`config.mk`:
```
export PLATFORM = sky130hd
export DESIGN_NAME = gca_top
export DESIGN_NICKNAME = d
export VERILOG_FILES = /design/src/logic/gca_pkg.sv /design/src/logic/gca_top.sv
export SDC_FILE = /design/constraint.sdc
export NUM_CORES = 1
export LEC_CHECK = 0
export ABC_AREA = 1
export ABC_CLOCK_PERIOD_IN_PS = 4100
export BUFFER_PORTS_ARGS = -buffer_cell sky130_fd_sc_hd__buf_2
export CAP_MARGIN = 15
export CORE_MARGIN = 4
export CORE_UTILIZATION = 61
export CTS_CLUSTER_DIAMETER = 60
export DETAILED_ROUTE_END_ITERATION = 6
export HOLD_SLACK_MARGIN = 0.03
export PLACE_DENSITY = 0.82
export SLEW_MARGIN = 20
export SYNTH_ARGS = -nofsm -noshare
export SYNTH_HDL_FRONTEND = slang
export SYNTH_SLANG_ARGS = --single-unit
export TNS_END_PERCENT = 5
```
`constraint.sdc`:
```
create_clock -name ref_clk -period 4.1 [get_ports ref_clk]
set_input_delay 0.205 -clock ref_clk [delete_from_list [all_inputs] [get_ports ref_clk]]
set_output_delay 0.205 -clock ref_clk [all_outputs]
set_load 0.005 [all_outputs]
```
`src/logic/gca_pkg.sv`:
```
// constants for the port configuration and autosleep block
package gca_pkg;

  // ****************************************************
  // register offsets
  // ****************************************************
  localparam logic [7:0] ADDR_SLEEP_TIMEOUT = 8'h06;
  localparam logic [7:0] ADDR_IO_GLOBAL     = 8'h40;
  localparam logic [7:0] ADDR_PORT_DIR      = 8'h41;
  localparam logic [7:0] ADDR_PORT_DEBOUNCE = 8'h42;
  localparam logic [7:0] ADDR_TIMEOUT_FLAG  = 8'h48;
  localparam logic [7:0] ADDR_IO_LAST       = 8'h5F;

  // ****************************************************
  // field positions
  // ****************************************************
  localparam int SLEEP_CODE_LSB = 0;
  localparam int SLEEP_CODE_W   = 3;
  localparam int GLB_ENCODER    = 7;
  localparam int GLB_TOUT_IRQ   = 5;
  localparam int GLB_IO_ENABLE  = 4;
  localparam int GLB_SOFT_RESET = 3;
  localparam int GLB_FADE_LSB   = 0;
  localparam int FADE_CODE_W    = 3;
  localparam int DEB_CODE_W     = 5;

  // ****************************************************
  // reset values
  // ****************************************************
  localparam logic [7:0] RST_SLEEP_TIMEOUT = 8'h07;
  localparam logic [7:0] RST_IO_GLOBAL     = 8'h00;
  localparam logic [7:0] RST_PORT_DIR      = 8'h00;
  localparam logic [7:0] RST_PORT_DEBOUNCE = 8'h00;

  // ****************************************************
  // timing
  // ****************************************************
  localparam int CLK_PERIOD_PS = 5000;
  localparam int MS_IN_PS      = 1000000000;
  localparam int MS_CYCLES     = MS_IN_PS / CLK_PERIOD_PS;
  localparam int SLEEP_MAX_MS  = 8192;
  localparam int SLEEP_MIN_MS  = 256;
  localparam int FADE_BASE_MS  = 256;
  localparam int FADE_STEPS    = 16;
  localparam int FADE_STEP_MS  = FADE_BASE_MS / FADE_STEPS;

endpackage

```
`src/logic/gca_top.sv`:
```
// port configuration registers, fade ramp and key scanner autosleep
`timescale 1ns/100ps

module gca_top #(
  parameter int MS_CYCLES = gca_pkg::MS_CYCLES
) (
  // clock and reset
  input  wire logic       ref_clk,
  input  wire logic       rst,
  // decoded register access from the serial interface
  input  wire logic       reg_wr,
  input  wire logic       reg_rd,
  input  wire logic [7:0] reg_addr,
  input  wire logic [7:0] reg_wdata,
  output logic      [7:0] reg_rdata_q,
  // events
  input  wire logic       bus_timeout,
  input  wire logic       key_activity,
  input  wire logic       key_sleep_force,
  // fade request
  input  wire logic       fade_start,
  input  wire logic       fade_up,
  input  wire logic [7:0] common_pwm,
  // status and control outputs
  output logic            port_irq_out_q,
  output logic            key_asleep_q,
  output logic            part_shutdown_q,
  output logic            pwm_enable_q,
  output logic            cc_enable_q,
  output logic            general_input_enable_q,
  output logic            encoder_mode_q,
  output logic      [7:0] port_dir_q,
  output logic      [4:0] debounce_code_q,
  output logic      [7:0] fade_duty_q
);

  typedef enum logic {GCA_AWAKE, GCA_ASLEEP} gca_sleep_e;
  typedef enum logic {GCA_FADE_IDLE, GCA_FADE_RAMP} gca_fade_e;

  // ****************************************************
  // register file
  // ****************************************************
  logic [7:0] sleep_reg_q, sleep_reg_d;
  logic [7:0] glb_reg_q, glb_reg_d;
  logic [7:0] dir_reg_q, dir_reg_d;
  logic [7:0] deb_reg_q, deb_reg_d;
  logic       tout_flag_q, tout_flag_d;
  logic       irq_d;
  logic [7:0] rdata_d;
  logic       io_range;
  logic       io_en;
  logic       soft_reset;

  assign io_en      = glb_reg_q[gca_pkg::GLB_IO_ENABLE];
  assign io_range   = (reg_addr >= gca_pkg::ADDR_PORT_DIR) && (reg_addr <= gca_pkg::ADDR_IO_LAST);
  assign soft_reset = reg_wr && (reg_addr == gca_pkg::ADDR_IO_GLOBAL)
                      && reg_wdata[gca_pkg::GLB_SOFT_RESET];

  always_comb begin
    sleep_reg_d = sleep_reg_q;
    glb_reg_d   = glb_reg_q;
    dir_reg_d   = dir_reg_q;
    deb_reg_d   = deb_reg_q;
    tout_flag_d = tout_flag_q;
    irq_d       = port_irq_out_q;
    // read of the flag register clears flag and interrupt; a new timeout wins
    if (reg_rd && (reg_addr == gca_pkg::ADDR_TIMEOUT_FLAG)) begin
      tout_flag_d = 1'b0;
      irq_d       = 1'b0;
    end
    if (bus_timeout) begin
      tout_flag_d = 1'b1;
      if (glb_reg_q[gca_pkg::GLB_TOUT_IRQ]) begin
        irq_d = 1'b1;
      end
    end
    if (reg_wr && (reg_addr == gca_pkg::ADDR_SLEEP_TIMEOUT)) begin
      sleep_reg_d = {5'h00, reg_wdata[gca_pkg::SLEEP_CODE_W-1:0]};
    end
    if (soft_reset) begin
      // whole 0x40..0x5F range back to power-on except the flag, which takes a same-cycle timeout; the strobe bit is not kept
      glb_reg_d   = gca_pkg::RST_IO_GLOBAL;
      dir_reg_d   = gca_pkg::RST_PORT_DIR;
      deb_reg_d   = gca_pkg::RST_PORT_DEBOUNCE;
      tout_flag_d = bus_timeout;
      irq_d       = 1'b0;
    end else if (reg_wr && (reg_addr == gca_pkg::ADDR_IO_GLOBAL)) begin
      glb_reg_d = reg_wdata & ~(8'h01 << gca_pkg::GLB_SOFT_RESET);
      glb_reg_d[6] = 1'b0;
    // the lock only guards 0x41 and up; 0x40 stays writable so the bank can be re-enabled
    end else if (reg_wr && io_range && io_en) begin
      if (reg_addr == gca_pkg::ADDR_PORT_DIR) begin
        dir_reg_d = reg_wdata;
      end
      if (reg_addr == gca_pkg::ADDR_PORT_DEBOUNCE) begin
        deb_reg_d = {3'h0, reg_wdata[gca_pkg::DEB_CODE_W-1:0]};
      end
    end
  end

  always_comb begin
    rdata_d = reg_rdata_q;
    if (reg_rd) begin
      case (reg_addr)
        gca_pkg::ADDR_SLEEP_TIMEOUT: rdata_d = sleep_reg_q;
        gca_pkg::ADDR_IO_GLOBAL:     rdata_d = glb_reg_q;
        gca_pkg::ADDR_PORT_DIR:      rdata_d = dir_reg_q;
        gca_pkg::ADDR_PORT_DEBOUNCE: rdata_d = deb_reg_q;
        gca_pkg::ADDR_TIMEOUT_FLAG:  rdata_d = {7'h00, tout_flag_q};
        default:                     rdata_d = 8'h00;
      endcase
    end
  end

  always_ff @(posedge ref_clk or posedge rst) begin
    if (rst) begin
      sleep_reg_q    <= gca_pkg::RST_SLEEP_TIMEOUT;
      glb_reg_q      <= gca_pkg::RST_IO_GLOBAL;
      dir_reg_q      <= gca_pkg::RST_PORT_DIR;
      deb_reg_q      <= gca_pkg::RST_PORT_DEBOUNCE;
      tout_flag_q    <= 1'b0;
      port_irq_out_q <= 1'b0;
      reg_rdata_q    <= 8'h00;
    end else begin
      sleep_reg_q    <= sleep_reg_d;
      glb_reg_q      <= glb_reg_d;
      dir_reg_q      <= dir_reg_d;
      deb_reg_q      <= deb_reg_d;
      tout_flag_q    <= tout_flag_d;
      port_irq_out_q <= irq_d;
      reg_rdata_q    <= rdata_d;
    end
  end

  // ****************************************************
  // millisecond tick shared by sleep timer and fade
  // ****************************************************
  logic [31:0] ms_cnt_q, ms_cnt_d;
  logic        ms_tick;

  assign ms_tick = (ms_cnt_q == 32'(MS_CYCLES - 1));

  always_comb begin
    ms_cnt_d = ms_tick ? 32'h0000_0000 : ms_cnt_q + 32'h0000_0001;
  end

  always_ff @(posedge ref_clk or posedge rst) begin
    if (rst) begin
      ms_cnt_q <= 32'h0000_0000;
    end else begin
      ms_cnt_q <= ms_cnt_d;
    end
  end

  // ****************************************************
  // autosleep timer
  // ****************************************************
  logic [13:0] sleep_limit;
  logic [13:0] idle_ms_q, idle_ms_d;
  gca_sleep_e  slp_q, slp_d;
  logic [2:0]  sleep_delay_code;

  assign sleep_delay_code = sleep_reg_q[gca_pkg::SLEEP_CODE_LSB +: gca_pkg::SLEEP_CODE_W];

  // codes 6 and 7 both saturate at the shortest period
  always_comb begin
    case (sleep_delay_code)
      3'h0:    sleep_limit = 14'h0000;
      3'h6,
      3'h7:    sleep_limit = 14'(gca_pkg::SLEEP_MIN_MS);
      default: sleep_limit = 14'(gca_pkg::SLEEP_MAX_MS >> (sleep_delay_code - 3'h1));
    endcase
  end

  always_comb begin
    idle_ms_d = idle_ms_q;
    slp_d     = slp_q;
    case (slp_q)
      GCA_AWAKE: begin
        if (key_activity || sleep_limit == 14'h0000) begin
          idle_ms_d = 14'h0000;
        end else if (ms_tick) begin
          if (idle_ms_q + 14'h0001 >= sleep_limit) begin
            slp_d     = GCA_ASLEEP;
            idle_ms_d = 14'h0000;
          end else begin
            idle_ms_d = idle_ms_q + 14'h0001;
          end
        end
      end
      GCA_ASLEEP: begin
        if (key_activity) begin
          slp_d = GCA_AWAKE;
        end
      end
      default: begin
        slp_d     = GCA_AWAKE;
        idle_ms_d = 14'h0000;
      end
    endcase
  end

  always_ff @(posedge ref_clk or posedge rst) begin
    if (rst) begin
      slp_q     <= GCA_AWAKE;
      idle_ms_q <= 14'h0000;
    end else begin
      slp_q     <= slp_d;
      idle_ms_q <= idle_ms_d;
    end
  end

  // ****************************************************
  // fade ramp
  // ****************************************************
  gca_fade_e  fade_q, fade_d;
  logic [4:0] step_q, step_d;
  logic [8:0] step_ms_q, step_ms_d;
  logic [8:0] step_period;
  logic       dir_up_q, dir_up_d;
  logic [2:0] fade_code;
  logic [7:0] duty_d;
  logic [12:0] scaled;

  assign fade_code   = glb_reg_q[gca_pkg::GLB_FADE_LSB +: gca_pkg::FADE_CODE_W];
  // codes 6 and 7 shift past nine bits to a zero period, so each step takes one millisecond; the host avoids them
  assign step_period = 9'(gca_pkg::FADE_STEP_MS << (fade_code - 3'h1));

  always_comb begin
    fade_d    = fade_q;
    step_d    = step_q;
    step_ms_d = step_ms_q;
    dir_up_d  = dir_up_q;
    case (fade_q)
      GCA_FADE_IDLE: begin
        if (fade_start) begin
          dir_up_d  = fade_up;
          step_ms_d = 9'h000;
          if (fade_code == 3'h0) begin
            step_d = fade_up ? 5'(gca_pkg::FADE_STEPS) : 5'h00;
          end else begin
            fade_d = GCA_FADE_RAMP;
            step_d = fade_up ? 5'h00 : 5'(gca_pkg::FADE_STEPS);
          end
        end
      end
      GCA_FADE_RAMP: begin
        if (ms_tick) begin
          if (step_ms_q + 9'h001 >= step_period) begin
            step_ms_d = 9'h000;
            step_d    = dir_up_q ? step_q + 5'h01 : step_q - 5'h01;
            if ((dir_up_q && step_q == 5'(gca_pkg::FADE_STEPS - 1))
                || (!dir_up_q && step_q == 5'h01)) begin
              fade_d = GCA_FADE_IDLE;
            end
          end else begin
            step_ms_d = step_ms_q + 9'h001;
          end
        end
      end
      default: begin
        fade_d = GCA_FADE_IDLE;
        step_d = 5'(gca_pkg::FADE_STEPS);
      end
    endcase
  end

  // 16 equal steps of the common duty; no PWM while the bank is disabled
  // widen both operands first so the product cannot wrap at eight bits
  assign scaled = 13'(common_pwm) * 13'(step_q);
  always_comb begin
    duty_d = io_en ? scaled[11:4] : 8'h00;
    if (step_q == 5'(gca_pkg::FADE_STEPS) && io_en) begin
      duty_d = common_pwm;
    end
  end

  always_ff @(posedge ref_clk or posedge rst) begin
    if (rst) begin
      fade_q      <= GCA_FADE_IDLE;
      step_q      <= 5'(gca_pkg::FADE_STEPS);
      step_ms_q   <= 9'h000;
      dir_up_q    <= 1'b1;
      fade_duty_q <= 8'h00;
    end else begin
      fade_q      <= fade_d;
      step_q      <= step_d;
      step_ms_q   <= step_ms_d;
      dir_up_q    <= dir_up_d;
      fade_duty_q <= duty_d;
    end
  end

  // ****************************************************
  // enables and port configuration outputs
  // ****************************************************
  logic asleep_now;

  // forced sleep from the key configuration counts the same as timer sleep
  assign asleep_now = (slp_d == GCA_ASLEEP) || key_sleep_force;

  always_ff @(posedge ref_clk or posedge rst) begin
    if (rst) begin
      key_asleep_q           <= 1'b0;
      part_shutdown_q        <= 1'b0;
      pwm_enable_q           <= 1'b0;
      cc_enable_q            <= 1'b0;
      general_input_enable_q <= 1'b0;
      encoder_mode_q         <= 1'b0;
      port_dir_q             <= 8'h00;
      debounce_code_q        <= 5'h00;
    end else begin
      key_asleep_q           <= asleep_now;
      part_shutdown_q        <= !glb_reg_d[gca_pkg::GLB_IO_ENABLE] && asleep_now;
      // outputs keep their direction even while disabled; their PWM duty fade_duty_q is forced to 00
      pwm_enable_q           <= glb_reg_d[gca_pkg::GLB_IO_ENABLE];
      cc_enable_q            <= glb_reg_d[gca_pkg::GLB_IO_ENABLE];
      general_input_enable_q <= glb_reg_d[gca_pkg::GLB_IO_ENABLE];
      encoder_mode_q         <= glb_reg_d[gca_pkg::GLB_ENCODER];
      port_dir_q             <= dir_reg_d;
      debounce_code_q        <= deb_reg_d[gca_pkg::DEB_CODE_W-1:0];
    end
  end

endmodule

```
# Word level (Yosys, flattened, before mapping)
# Cells that the tools add are included.
# totals
regBits	112
latch_bits	0
mem_bits_rw	0
mem_bits_ro	0
inputBits	33
out_inout_bits	36
wordCells	132
mem_count	0
# op_classes
add_sub_neg	7
mul	1
div_mod_pow	0
magnitude_cmp	4
eq_ne	15
shift	2
muxes	48
n_bitwise	2
n_reduce_logical	32
# op_table
cell	count
two-way mux 8 bit	12
two-way mux 14 bit	3
case mux 8 bit (5 select lines)	1
two-way mux 5 bit	7
adder 32 x 1 -> 32 bit, second input constant	1
== test 32 x 18 -> 1 bit, second input constant	1
== test 8 x 7 -> 1 bit, second input constant	4
two-way mux 32 bit	1
case mux 14 bit (2 select lines)	1
two-way mux 9 bit	3
case mux 9 bit (2 select lines)	1
two-way mux 1 bit	16
adder 14 x 1 -> 14 bit, second input constant	1
>= comparator 14 bit	1
zero test 14 bit	1
right shift 14 x 3 -> 14 bit, first input constant	1
multiplier 8 x 5 -> 12 bit	1
logical AND 1 bit	11
case mux 5 bit (2 select lines)	1
nonzero test 2 bit	5
adder 9 x 1 -> 9 bit, second input constant	1
>= comparator 9 bit	1
AND reduction 3 bit	3
<< shifter 5 x 3 -> 9 bit, first input constant	1
other kinds (20)	32

# Logic depth before layout (Yosys ltp)
# logic_depth
ltp_word	10
ltp_mapped	19
mapped_depth_nobuf	18

# Worst setup path before layout
# No wires, ideal clock.
# synth_path
path_kind	reg2reg
from	register step_q[3]
to	register fade_duty_q[5]
setup_time_ps	83
t_arrival_ps	3390
required_ps	4017
path_slack_ps	627
stages_incl_launch_ff	18
path_buffers	1
path_cell_list	dfrtp_1 clkbuf_1 nand2_1 inv_1 fa_1 fa_1 inv_1 fa_1 inv_1 ha_1 a21oi_1 o21a_1 nand2_1 nand2_1 nand2_1 nand2_1 nand2_1 o21ai_0
# synth_via
elab_chain_cells	3
# synth_rtl
item	line	rtl
from (decl)	gca_top.sv:217	logic [4:0] step_q, step_d;
from (signal assigned)	gca_top.sv:281	step_q <= 5'(gca_pkg::FADE_STEPS);
from (signal assigned)	gca_top.sv:287	step_q <= step_d;
multiplier 8 x 5 -> 12 bit / == test 5 bit (equally long branches)	gca_top.sv:270, gca_top.sv:273	
two-way mux 8 bit / logical AND 1 bit (equally long branches)	gca_top.sv:272, gca_top.sv:273	
two-way mux 8 bit *	gca_top.sv:273	if (step_q == 5'(gca_pkg::FADE_STEPS) && io_en) begin
via duty_d[5]	gca_top.sv:222	logic [7:0] duty_d;
to (signal assigned)	gca_top.sv:290	fade_duty_q <= duty_d;
to (decl)	gca_top.sv:34	output logic [7:0] fade_duty_q
# The timed path passes the listed nets; every way through them passes the cells marked *.
# A chain may end at the register's enable or synchronous reset.

# Final worst setup path
# Same ends and word-level chain as after synthesis.

==> impl_metrics.prom <==
# TYPE chip_impl_metric gauge
chip_impl_metric{name="cell_area_after_placement",unit="mm²"} 0.00779
chip_impl_info{name="worst_min_path_class",value="input port to register"} 1
chip_impl_info{name="synth.area.top_cells",value="dfrtp_1 34%, nand2_1 15%, inv_1 9.2%, ha_1 6.8%, fa_1 4.4%"} 1
chip_impl_metric{name="h-tree-depth",unit=""} 3
chip_impl_metric{name="floorplan.io_pins",unit=""} 69
chip_impl_metric{name="cts_setup_buffers",unit=""} 0
chip_impl_metric{name="max_freq",unit="MHz"} 273
chip_impl_info{name="worstSetupEndpointType",value="register"} 1
chip_impl_metric{name="tritoncts_num_sinks",unit=""} 105
chip_impl_metric{name="place.port_buffers",unit=""} 68
chip_impl_metric{name="overflow",unit=""} 0
chip_impl_metric{name="gp_routability_congestion",unit=""} 0.915
chip_impl_metric{name="post_synth_num_cell_types",unit=""} 48
chip_impl_info{name="worstPathCellList",value="nand2_1 -> inv_1 -> fa_1 -> fa_1 -> inv_1 -> fa_1 -> inv_1 -> ha_1 -> a21oi_1 -> o21a_1 -> nand2_1 -> nand2_1 -> nand2_1 -> nand2_1 -> nand2_1 -> o21ai_0"} 1
chip_impl_metric{name="power.total",unit="W"} 0.00204
chip_impl_metric{name="pin_count_of_the_biggest_net_entering_global_routing",unit=""} 79
chip_impl_metric{name="starting_drc_count_in_detailed_routing",unit=""} 368
chip_impl_info{name="startpoint",value="step_q[3]"} 1
chip_impl_metric{name="max-slew-margin-rel",unit="%"} 36.8
chip_impl_metric{name="slew_violations",unit=""} 0
chip_impl_metric{name="viasPerCell",unit=""} 5.28
chip_impl_metric{name="fp.dieArea",unit="mm²"} 0.0138
chip_impl_metric{name="grt_first_pass_wirelength",unit="mm"} 27.6
chip_impl_metric{name="timing_worst_slew_pin_value",unit="ps"} 948
chip_impl_info{name="outcome",value="finished clean"} 1
chip_impl_metric{name="worstPathArrival",unit="ps"} 3940
chip_impl_metric{name="finalSetupViolations",unit=""} 0
chip_impl_metric{name="design.final.nets",unit=""} 1153
chip_impl_metric{name="preCtsSetupSlack",unit="ps"} 459
chip_impl_metric{name="post_synth_inst_count",unit=""} 994
chip_impl_info{name="reg2reg_from",value="step_q[3]"} 1
chip_impl_metric{name="hold_viol",unit=""} 0
chip_impl_metric{name="final.period_utilization",unit="%"} 89.4
chip_impl_metric{name="vdd.ir_drop.worst",unit="mV"} 0.293
chip_impl_metric{name="antenna_cells_inserted",unit=""} 0
chip_impl_metric{name="cts.repair.resized",unit=""} 0
chip_impl_metric{name="cts_hold_repair.buffers",unit=""} 0
chip_impl_metric{name="placementRows",unit=""} 39
chip_impl_info{name="synthDominantAreaCellType",value="dfrtp_1"} 1
chip_impl_metric{name="place.detailed.hpwl",unit="mm"} 12.1
chip_impl_metric{name="post-place-cells",unit=""} 1196
chip_impl_metric{name="grt_antenna_before_repair",unit=""} 0
chip_impl_metric{name="totalWireLength",unit="mm"} 16.0
chip_impl_info{name="min_from",value="bus_timeout"} 1
chip_impl_metric{name="drive_above_1_share",unit="%"} 11.3
chip_impl_metric{name="clock_tree.buffer_depth",unit=""} 2
chip_impl_metric{name="clkLatencyLatePin",unit="ps"} 360
chip_impl_metric{name="antenna_left",unit=""} 0
chip_impl_metric{name="final_design_area_no_fill",unit="mm²"} 0.00808
chip_impl_info{name="tritoncts",value="built"} 1
chip_impl_metric{name="num-fill-cells",unit=""} 982
chip_impl_metric{name="drc",unit=""} 0
chip_impl_metric{name="setup_slack",unit="ps"} 435
chip_impl_metric{name="routedWlPerCell",unit="µm"} 13.2
chip_impl_metric{name="layout.cells.non_filler",unit=""} 1212
chip_impl_info{name="crit_slowest_cell",value="dfrtp_1"} 1
chip_impl_info{name="cp_common_cell",value="nand2_1"} 1
chip_impl_info{name="worstSetupPathType",value="register to register"} 1
chip_impl_metric{name="finalClockSkew",unit="ps"} 6.82
chip_impl_metric{name="tmin_final",unit="ps"} 3670
chip_impl_metric{name="dieHeight",unit="µm"} 118
chip_impl_metric{name="synth-seq-area-share",unit="%"} 36.0
chip_impl_metric{name="timing.critical_path.required",unit="ps"} 4380
chip_impl_metric{name="syn_to_final_growth",unit="%"} 10.4
chip_impl_metric{name="drt-pass1-iter-count",unit=""} 5
chip_impl_metric{name="synth.cell_area",unit="mm²"} 0.00732
chip_impl_metric{name="powerDensity",unit="mW/mm²"} 252
chip_impl_metric{name="synth_area_per_cell",unit="µm²"} 7.37
chip_impl_metric{name="critical_path_peak_fanout",unit=""} 13
chip_impl_metric{name="die_width",unit="µm"} 118
chip_impl_info{name="clk_root_buffer_cell",value="clkbuf_16"} 1
chip_impl_metric{name="grt.total_usage",unit="%"} 23.8
chip_impl_metric{name="synthDominantCellAreaShare",unit="%"} 34.2
chip_impl_metric{name="vias",unit=""} 6405
chip_impl_metric{name="core-area",unit="mm²"} 0.0116
chip_impl_metric{name="clk_transition_reported_paths",unit="ps"} 70
chip_impl_metric{name="grt_pass1_vias",unit=""} 5944
chip_impl_metric{name="static-leakage-power",unit="nW"} 4.39
chip_impl_metric{name="cts-buffers-inserted",unit=""} 9
chip_impl_metric{name="initial_utilization",unit="%"} 63.3
chip_impl_metric{name="cpPeakStageDelay",unit="ps"} 610
chip_impl_metric{name="cap_viol_max_count",unit=""} 0
chip_impl_metric{name="ys_warn_count",unit=""} 0
chip_impl_metric{name="ys_ff_latch",unit=""} 105
chip_impl_info{name="rsz0062_at_grt",value="no"} 1
chip_impl_metric{name="setup-tns-final",unit="ps"} 0
chip_impl_info{name="setup_crit_start_kind",value="register"} 1
[layout make-up]
cell class                      count  area, µm²  area share [%]
Clock inverter                      4       36.3           0.449
Multi-Input combinational cell    693       3930            48.6
Clock buffer                       12        256            3.17
Tap cell                          143        179            2.21
Inverter                          186        701            8.67
Timing Repair Buffer               69        348            4.30
Sequential cell                   105       2630            32.6
[power by group]
group,internal [W],switching [W]
sequential,0.00105,0.0000109
clock,0.000452,0.000403
combinational,0.0000350,0.0000890
[final timing paths]
check | depth (start not counted) | to | slack, ps
setup reg to reg | 16 | fade_duty_q[5] | 430
min in group asynchronous | 2 | idle_ms_q[5] | 70
hold / removal | 2 | tout_flag_q | 60
setup / recovery | 16 | fade_duty_q[5] | 430
max in group asynchronous | 3 | fade_duty_q[0] | 3100
hold reg to reg | 1 | ms_cnt_q[0] | 460
[layer usage]
| layer | vias up | track usage (%) | wire length [µm] |
|---|---|---|---|
| li1 | 3259 | - | - |
| met1 | 2966 | 33.9 | 7720 |
| met2 | 157 | 37.8 | 7290 |
| met3 | 23 | 5.19 | 793 |
| met4 | 0 | 5.20 | 196 |
| met5 | - | 0 | 0 |
[cell usage after synthesis (all sizes together)]
cell	n
nor3b	2
nor3	36
nand3	67
o21a	2
a31oi	2
a211oi	1
a21o	1
xor2	34
o22ai	9
o21ai	49
a22oi	2
nor2	81
nand3b	3
a31o	1
clkbuf	3
nand2	288
conb	1
buf	8
inv	185
o2111ai	2
a22o	1
o21bai	2
dfstp	5
clkinv	1
or2	1
dfrtp	100
a21oi	16
nor4	5
o211ai	1
fa	16
nand4	16
xnor2	12
ha	40
o31ai	1
[worst max-delay path, delay by kind of cell, from the launching register on]
family,cells,cell delay (ps)
and+or+nand+nor,6,510
AOI/OAI and AO/OA,3,450
buffers and inverters,3,180
DFF,1,610
adders and majority gates,4,1830
[metrics by stage]
| step | util, % | hold slack, ps |
|---|---|---|
| 3_5_place_dp | 67.4 | 426 |
| 6_report | 69.9 | 60.5 |
| 5_1_grt | 69.9 | 63.2 |
| 2_1_floorplan | - | 310 |
| 4_1_cts | 69.9 | 52.4 |
| 3_3_place_gp | 67.4 | 432 |
[flip-flops by register name (all words and copies together), names as in the netlist]
register / count
step_q: 5
deb_reg_q: 5
fade_duty_q: 8
sleep_reg_q: 3
step_ms_q: 9
tout_flag_q: 1
idle_ms_q: 14
part_shutdown_q: 1
port_irq_out_q: 1
ms_cnt_q: 32
reg_rdata_q: 8
key_asleep_q: 1
port_dir_q: 8
dir_up_q: 1
slp_q: 1
glb_reg_q: 6
fade_q: 1
[placed cells by master (no fill, tap or decap), drive strengths merged, types with 3 or more instances in the layout]
cell	netlist	routed
nand2	288	288
inv	185	186
dfrtp	100	100
nor2	81	81
buf	8	69
nand3	67	67
o21ai	49	49
ha	40	40
nor3	36	36
xor2	34	34
nand4	16	16
fa	16	16
a21oi	16	16
xnor2	12	12
clkbuf	3	12
o22ai	9	9
dfstp	5	5
nor4	5	5
nand3b	3	3
clkinv	1	3
[kinds of logic (layout without fill, tap and decap cells)]
group / after synthesis / in the layout / share of synthesized area (%)
AOI/OAI and AO/OA: 90 / 90 / 7.50
xor gates and xnor gates: 46 / 46 / 5.50
adders and majority gates: 56 / 56 / 11.2
buffers and inverters: 197 / 271 / 10.5
DFF: 105 / 105 / 36.0
other: 1 / 2 / 0.0512
and+or+nand+nor: 499 / 499 / 29.3
Note: power is estimated with default switching activity, not from simulation.
